[src/core/mode_ctrl_pkg.sv]
// Constants, register map and types for the operating-mode release and clock switch block.
// Assumes one 50 MHz system clock that stands for fc; fs is a one-cycle enable from a divider.
package mode_ctrl_pkg;
    localparam logic [7:0] ADDR_SYSTEM_CONTROL_2 = 8'h00;
    localparam logic [7:0] ADDR_TIME_BASE_CONTROL = 8'h01;
    localparam logic [7:0] ADDR_FLASH_CONTROL = 8'h02;
    localparam logic [7:0] ADDR_MODE_STATUS = 8'h03;
    localparam int FAST_OSC_BIT = 7;
    localparam int SLOW_OSC_BIT = 6;
    localparam int CLOCK_SELECT_BIT = 5;
    localparam int HALT_BIT = 2;
    localparam int TB_ENABLE_BIT = 7;
    localparam int TB_SELECT_LSB = 0;
    localparam int AUTO_POWERDOWN_BIT = 1;
    localparam int STATUS_HALTED_BIT = 7;
    localparam int STATUS_WAITING_BIT = 6;
    localparam int STATUS_MAIN_SLOW_BIT = 5;
    localparam logic RESET_FAST_OSC = 1'b1;
    localparam logic RESET_SLOW_OSC = 1'b0;
    localparam logic RESET_CLOCK_SELECT = 1'b0;
    localparam logic RESET_AUTO_POWERDOWN = 1'b0;
    localparam int FC_HZ = 50000000;
    localparam int FS_HZ = 32768;
    localparam int FS_DIVIDE = FC_HZ / FS_HZ;
    localparam int IDLE_WAIT_FC = 1 << 10;
    localparam int SLEEP_WAIT_FS = 1 << 3;
    localparam logic [1:0] MODE_SINGLE_RUN = 2'h0;
    localparam logic [1:0] MODE_DUAL_RUN = 2'h1;
    localparam logic [1:0] MODE_SLOW_FAST_ON = 2'h2;
    localparam logic [1:0] MODE_SLOW_FAST_OFF = 2'h3;
    typedef enum logic [1:0] {RUN, DEEP, WAIT} state_type;
endpackage : mode_ctrl_pkg

[src/core/mode_ctrl.sv]
// Deep idle/sleep release, CPU wait after release and run/slow clock switching.
// Assumes the CPU core supplies the interrupt flags and the watchdog request on sys_clk.
`timescale 1ns/100ps
module mode_ctrl import mode_ctrl_pkg::*; #(
    parameter int FS_DIV = FS_DIVIDE,
    parameter int TB_WIDTH = 22
) (
    // Clock and reset.
    input wire logic sys_clk,
    input wire logic rst_n,
    // Register port.
    input wire logic [7:0] address,
    input wire logic [7:0] writeData,
    input wire logic writeStrobe,
    input wire logic readStrobe,
    output logic [7:0] readData,
    // Flags from the CPU core.
    input wire logic interruptMasterFlag,
    input wire logic timeBaseIrqEnableFlag,
    input wire logic watchdogIrq,
    // Mode and clock controls.
    output logic cpuHalted,
    output logic cpuWaiting,
    output logic peripheralClockOn,
    output logic mainClockSlow,
    output logic fastOscOn,
    output logic slowOscOn,
    output logic [1:0] runMode,
    // Interrupt events.
    output logic timeBaseLatchSet,
    output logic timeBaseIrqService,
    output logic watchdogService
);
    typedef struct packed {
        state_type state;
        logic [1:0] savedMode;
        logic savedSleep;
        logic savedIrq;
        logic needWait;
        logic [10:0] waitCount;
        logic [15:0] fsCount;
        logic fsTick;
        logic [TB_WIDTH-1:0] tbCount;
        logic tapPrev;
        logic fastOsc;
        logic slowOsc;
        logic clkSelect;
        logic haltBit;
        logic tbEnable;
        logic [2:0] tbSelect;
        logic autoPowerDown;
        logic mainSlow;
        logic periphOn;
        logic halted;
        logic waiting;
        logic tbLatchSet;
        logic tbService;
        logic wdtService;
        logic [1:0] mode;
        logic [7:0] rdata;
    } core_type;

    core_type s;
    core_type next_s;

    function automatic logic [1:0] modeOf(input logic fast, input logic slow,
                                          input logic sel);
        if (!slow) begin
            return MODE_SINGLE_RUN;
        end else if (!sel) begin
            return MODE_DUAL_RUN;
        end else if (fast) begin
            return MODE_SLOW_FAST_ON;
        end
        return MODE_SLOW_FAST_OFF;
    endfunction : modeOf

    // The select field picks one divider stage as the time-base source clock.
    function automatic logic tapOf(input logic [TB_WIDTH-1:0] count, input logic [2:0] sel);
        case (sel)
            3'h0: return count[TB_WIDTH-1];
            3'h1: return count[TB_WIDTH-3];
            3'h2: return count[TB_WIDTH-6];
            3'h3: return count[TB_WIDTH-8];
            3'h4: return count[TB_WIDTH-9];
            3'h5: return count[TB_WIDTH-10];
            3'h6: return count[TB_WIDTH-11];
            default: return count[TB_WIDTH-14];
        endcase
    endfunction : tapOf

    logic tap;
    logic tbFall;
    logic haltWrite;
    logic irqRelease;
    logic waitDone;

    always_comb begin
        next_s = s;
        tap = tapOf(s.tbCount, s.tbSelect);
        tbFall = s.tapPrev && !tap;
        haltWrite = writeStrobe && address == ADDR_SYSTEM_CONTROL_2 && writeData[HALT_BIT];
        irqRelease = interruptMasterFlag && timeBaseIrqEnableFlag && s.tbEnable;
        waitDone = s.savedSleep ? (s.fsTick && s.waitCount == 11'(SLEEP_WAIT_FS - 1))
                                : (s.waitCount == 11'(IDLE_WAIT_FC - 1));
        next_s.tbLatchSet = 1'b0;
        next_s.tbService = 1'b0;
        next_s.wdtService = 1'b0;
        next_s.tapPrev = tap;
        // The fs enable keeps running in every mode so slow counts stay honest.
        next_s.fsTick = s.fsCount == 16'(FS_DIV - 1);
        next_s.fsCount = next_s.fsTick ? 16'h0000 : s.fsCount + 16'h0001;
        // The time base runs on fc in idle and on fs while the slow clock drives the core.
        if (s.mainSlow ? s.fsTick : 1'b1) begin
            next_s.tbCount = s.tbCount + TB_WIDTH'(1);
        end
        // The core switches to fast only on an fs boundary, which is its sync point.
        if (s.clkSelect) begin
            next_s.mainSlow = 1'b1;
        end else if (s.fsTick) begin
            next_s.mainSlow = 1'b0;
        end
        next_s.rdata = 8'h00;
        if (readStrobe) begin
            case (address)
                ADDR_SYSTEM_CONTROL_2: begin
                    next_s.rdata[FAST_OSC_BIT] = s.fastOsc;
                    next_s.rdata[SLOW_OSC_BIT] = s.slowOsc;
                    next_s.rdata[CLOCK_SELECT_BIT] = s.clkSelect;
                    next_s.rdata[HALT_BIT] = s.haltBit;
                end
                ADDR_TIME_BASE_CONTROL: begin
                    next_s.rdata[TB_ENABLE_BIT] = s.tbEnable;
                    next_s.rdata[TB_SELECT_LSB +: 3] = s.tbSelect;
                end
                ADDR_FLASH_CONTROL: begin
                    next_s.rdata[AUTO_POWERDOWN_BIT] = s.autoPowerDown;
                end
                ADDR_MODE_STATUS: begin
                    next_s.rdata[STATUS_HALTED_BIT] = s.halted;
                    next_s.rdata[STATUS_WAITING_BIT] = s.waiting;
                    next_s.rdata[STATUS_MAIN_SLOW_BIT] = s.mainSlow;
                    next_s.rdata[1:0] = s.mode;
                end
                default: next_s.rdata = 8'h00;
            endcase
        end
        case (s.state)
            RUN: begin
                // The CPU is stopped outside run, so writes there cannot occur and are dropped.
                if (writeStrobe) begin
                    case (address)
                        ADDR_SYSTEM_CONTROL_2: begin
                            next_s.fastOsc = writeData[FAST_OSC_BIT];
                            next_s.slowOsc = writeData[SLOW_OSC_BIT];
                            next_s.clkSelect = writeData[CLOCK_SELECT_BIT];
                        end
                        ADDR_TIME_BASE_CONTROL: begin
                            next_s.tbEnable = writeData[TB_ENABLE_BIT];
                            next_s.tbSelect = writeData[TB_SELECT_LSB +: 3];
                        end
                        ADDR_FLASH_CONTROL: begin
                            next_s.autoPowerDown = writeData[AUTO_POWERDOWN_BIT];
                        end
                        default: next_s.rdata = next_s.rdata;
                    endcase
                end
                next_s.mode = modeOf(next_s.fastOsc, next_s.slowOsc, next_s.clkSelect);
                if (haltWrite && watchdogIrq) begin
                    next_s.wdtService = 1'b1;
                end else if (haltWrite) begin
                    next_s.state = DEEP;
                    next_s.haltBit = 1'b1;
                    next_s.halted = 1'b1;
                    next_s.periphOn = 1'b0;
                    next_s.savedMode = s.mode;
                    next_s.savedSleep = s.mainSlow;
                    next_s.needWait = !s.autoPowerDown;
                    next_s.tbLatchSet = s.tbEnable;
                end
            end
            DEEP: begin
                // The edge comes from a free divider, so the first period may be short.
                if (tbFall) begin
                    next_s.haltBit = 1'b0;
                    next_s.periphOn = 1'b1;
                    next_s.savedIrq = irqRelease;
                    next_s.waitCount = 11'h000;
                    if (s.needWait) begin
                        next_s.state = WAIT;
                        next_s.waiting = 1'b1;
                    end else begin
                        next_s.state = RUN;
                        next_s.halted = 1'b0;
                        next_s.mode = s.savedMode;
                        next_s.tbService = irqRelease;
                    end
                end
            end
            WAIT: begin
                if (!s.savedSleep || s.fsTick) begin
                    next_s.waitCount = s.waitCount + 11'h001;
                end
                if (waitDone) begin
                    next_s.state = RUN;
                    next_s.halted = 1'b0;
                    next_s.waiting = 1'b0;
                    next_s.mode = s.savedMode;
                    next_s.tbService = s.savedIrq;
                end
            end
            default: next_s.state = RUN;
        endcase
    end

    always_ff @(posedge sys_clk or negedge rst_n) begin
        if (!rst_n) begin
            s <= '0;
            s.state <= RUN;
            s.fastOsc <= RESET_FAST_OSC;
            s.slowOsc <= RESET_SLOW_OSC;
            s.clkSelect <= RESET_CLOCK_SELECT;
            s.autoPowerDown <= RESET_AUTO_POWERDOWN;
            s.periphOn <= 1'b1;
            s.mode <= MODE_SINGLE_RUN;
        end else begin
            s <= next_s;
        end
    end

    assign readData = s.rdata;
    assign cpuHalted = s.halted;
    assign cpuWaiting = s.waiting;
    assign peripheralClockOn = s.periphOn;
    assign mainClockSlow = s.mainSlow;
    assign fastOscOn = s.fastOsc;
    assign slowOscOn = s.slowOsc;
    assign runMode = s.mode;
    assign timeBaseLatchSet = s.tbLatchSet;
    assign timeBaseIrqService = s.tbService;
    assign watchdogService = s.wdtService;
endmodule : mode_ctrl

[config.mk]
export PLATFORM = sky130hd
export DESIGN_NAME = mode_ctrl
export DESIGN_NICKNAME = d
export VERILOG_FILES = /design/src/core/mode_ctrl_pkg.sv /design/src/core/mode_ctrl.sv
export SDC_FILE = /design/constraint.sdc
export NUM_CORES = 1
export LEC_CHECK = 0
export BUFFER_PORTS_ARGS = -buffer_cell sky130_fd_sc_hd__buf_2
export CAP_MARGIN = 20
export CORE_MARGIN = 2
export CORE_UTILIZATION = 50
export DETAILED_ROUTE_END_ITERATION = 8
export PLACE_DENSITY = 0.72
export SLEW_MARGIN = 0
export SYNTH_ARGS = -nofsm -noshare
export SYNTH_HDL_FRONTEND = slang
export SYNTH_SLANG_ARGS = --single-unit
[constraint.sdc]
create_clock -name sys_clk -period 6 [get_ports sys_clk]
set_input_delay 0.6 -clock sys_clk [delete_from_list [all_inputs] [get_ports sys_clk]]
set_output_delay 0.6 -clock sys_clk [all_outputs]
set_load 0.005 [all_outputs]
==> out/results.ini <==
[status]
outcome = finished, final reports clean

[cells_and_area]
stdcell_area_mm2 = 0.00446
n_fill_cell = 655
layout_common_cells = 80 x dfrtp_1, 40 x nand2_1, 36 x buf_2
finalCoreUtilization = 0.574
antenna_cells = 0
nNetsFinal = 440
multi_input_area_mm2 = 0.00179
final_common_cell = dfrtp_1
area_growth_pct = 10.9
drive_above_1_share = 0.191
ff_latch_area_mm2 = 0.00205

[sta]
setup_viol = 0
slew_headroom = 0.500
slew_violations = 0
worst_slack_ps = 3290
max_freq_mhz = 369
hold_viol = 0
finalSetupTns_ps = 0
fin_skew_ps = 9.48
period_share = 0.452
rsz0062_at_grt = false
worst_slew_pin_slew_ps = 751
period_needed_ps = 2710

[routing]
wl_met3_um = 244
vias = 2901
drcViolationCount = 0
firstDrtPassIters = 4
avgRoutedWirePerCell_um = 14.7
ant_nets = 0
route.met2.wl_mm = 3.70
avgViaCountPerCell = 5.62
route.layer.met1.wl_mm = 3.49
wl_mm = 7.57
drtIter0Drc = 125
highest_layer = met4

[clock_tree]
ctsHoldBuffers = 0
h-tree-depth = 3
cts_tree = done
cts_resized = 0
cts_inserted_buffers = 9
path_clk_slew_ps = 80
clockBufferDepth = 2
cts_root_buf = clkbuf_8
cts.sinks = 82
postCtsSetupBuffers = 0
clk_latency_ps = 350

[placement]
dp_slack_ps = 3390
gp_congestion = 0.796
dp_hpwl_mm = 5.16
place_area_mm2 = 0.00420
io_buffers = 37

[pwr]
p_comb_frac = 0.024
p_total_uw = 1050
powerDensity_mw_per_mm2 = 236
p_int_uw = 835
leakagePower_uw = 0.00208
p_clk_frac = 0.450
seq_power_share = 0.526
switchingPower_uw = 215
ir_worst_vdd_uv = 128
switching_share = 0.205

[worst_setup_path]
cp_max_fo = 20
start_kind = flip-flop
arrival_ps = 3000
worstSetupPathType = flip-flop to flip-flop
worstPathRequired_ps = 6290
regToRegSetupSlack_ps = 3290
critical_path.endpoint_type = flip-flop

[floorplanning]
core_mm2 = 0.00777
dieArea_mm2 = 0.00877
fp.dieW_um = 93.7
fp.dieH_um = 93.7
row_count = 32
start_util = 0.517
boundaryPins = 42

[grt]
gr-usage-all-layers = 0.188
grt_pass1_vias = 2776
grt_pass1_wl_mm = 13.1
overflow = 0
grt_max_degree = 83
antenna_found_initial = 0

[yosys]
synth-main-ff-cell = dfrtp_1
syn-instance-count = 380
synth_edf_count = 0
seq_area_frac_synth = 0.511
synthArstFlopShare = 1.00
yosysUniqueCellTypes = 53
yosys_warnings = 0
syn_area_per_cell_um2 = 10.6
netlist_area_mm2 = 0.00402
ys_seq_elements = 82

[worst_hold_path]
hold_path_class = primary input to asynchronous set/reset pin

[flow_run]
cap_viol_max_count = 0

## metrics by stage
| step | std cells | hold slack [ps] |
|---|---|---|
| 6_report | 516 | 47.5 |
| 5_1_grt | 516 | 40.3 |
| 4_1_cts | 515 | 449 |
| 3_5_place_dp | 499 | 455 |
| 3_3_place_gp | 499 | 449 |
| 2_1_floorplan | 381 | 304 |
## final cells by class
cell class,count,area share
sequential,82,0.461
inverter,9,0.00758
timing repair buffer,38,0.0483
clock inverter,6,0.0236
multi-input combinational,269,0.402
clock buffer,10,0.0286
tap,102,0.0286
## routing by layer
metal / vias to the layer above / track usage
li1: 1399 / -
met1: 1438 / 0.255
met2: 54 / 0.299
met3: 10 / 0.0305
met4: 0 / 0.0845
met5: - / 0
## cells by family (layout without fill, tap and decap cells)
kind of cell	count (synthesis)	after routing	synth area share
XOR/XNOR	35	35	0.0763
other	1	2	0.000933
AO/OA/AOI/OAI	41	41	0.0704
AND/OR/NAND/NOR	160	160	0.210
multiplexers	23	23	0.0632
flip-flops	82	82	0.511
buffers and inverters	30	63	0.0436
adder cells (fa/ha/maj)	8	8	0.0249
## final timing paths
check / startpoint / end / cells past startpoint
min in group sys_clk: watchdogIrq / watchdogService$_DFF_PN0_ / 3
max in group asynchronous: rst_n / fastOscOn$_DFFE_PN1P_ / 2
worst max register to register: s[18]$_DFFE_PN0P_ / s[74]$_DFFE_PN0P_ / 6
worst max-delay path: s[18]$_DFFE_PN0P_ / s[74]$_DFFE_PN0P_ / 6
worst min register to register: s[48]$_DFFE_PN0P_ / s[48]$_DFFE_PN0P_ / 1
worst min-delay path: rst_n / s[72]$_DFFE_PN0P_ / 1
## registers in the layout (all words and copies together) (netlist names)
name                cells
s                      65
readData                6
runMode                 2
cpuHalted               1
cpuWaiting              1
fastOscOn               1
mainClockSlow           1
peripheralClockOn       1
slowOscOn               1
timeBaseIrqService      1
timeBaseLatchSet        1
watchdogService         1
## cells in the mapped netlist (all sizes together), types with 2 or more instances
cell type  count  area share
o21ai          8       0.011
o31ai          3      0.0056
nand2b         3      0.0047
or4            3      0.0056
and3           8       0.012
nor4           3      0.0047
xor2          13       0.028
nand3         29       0.036
ha             8       0.025
mux2i          4       0.010
buf           15       0.030
a22o           5       0.011
dfrtp         80        0.50
nor2          29       0.027
o41ai          2      0.0044
a21oi         11       0.014
and4           3      0.0065
nand4         15       0.023
inv            9      0.0084
nand4b         3      0.0065
o22ai          2      0.0047
nor2b          2      0.0031
mux2          19       0.053
or2            2      0.0031
dfstp          2       0.013
and2           2      0.0031
nor3b          6       0.012
nand2         40       0.037
clkbuf         6      0.0056
nor3           5      0.0062
xnor2         22       0.048
nor4b          3      0.0081
a31oi          2      0.0031
## critical path: stages (launching register included)
cell       delay [ps]
dfrtp_1           510
nor2b_1            80
a2111oi_0         620
o41a_1            470
o21ai_2           310
or4_1             550
nand3_1           110
## power by group through the flow
stage	clock [µW]	sequential, µW	combinational, µW
after floorplan	0	563	5.39
after global placement	0	563	23.5
after detailed placement	0	563	23.6
after CTS	480	552	23.7
after global routing	498	552	28.8
final	472	552	25.3
(Power assumes the default switching activity.)
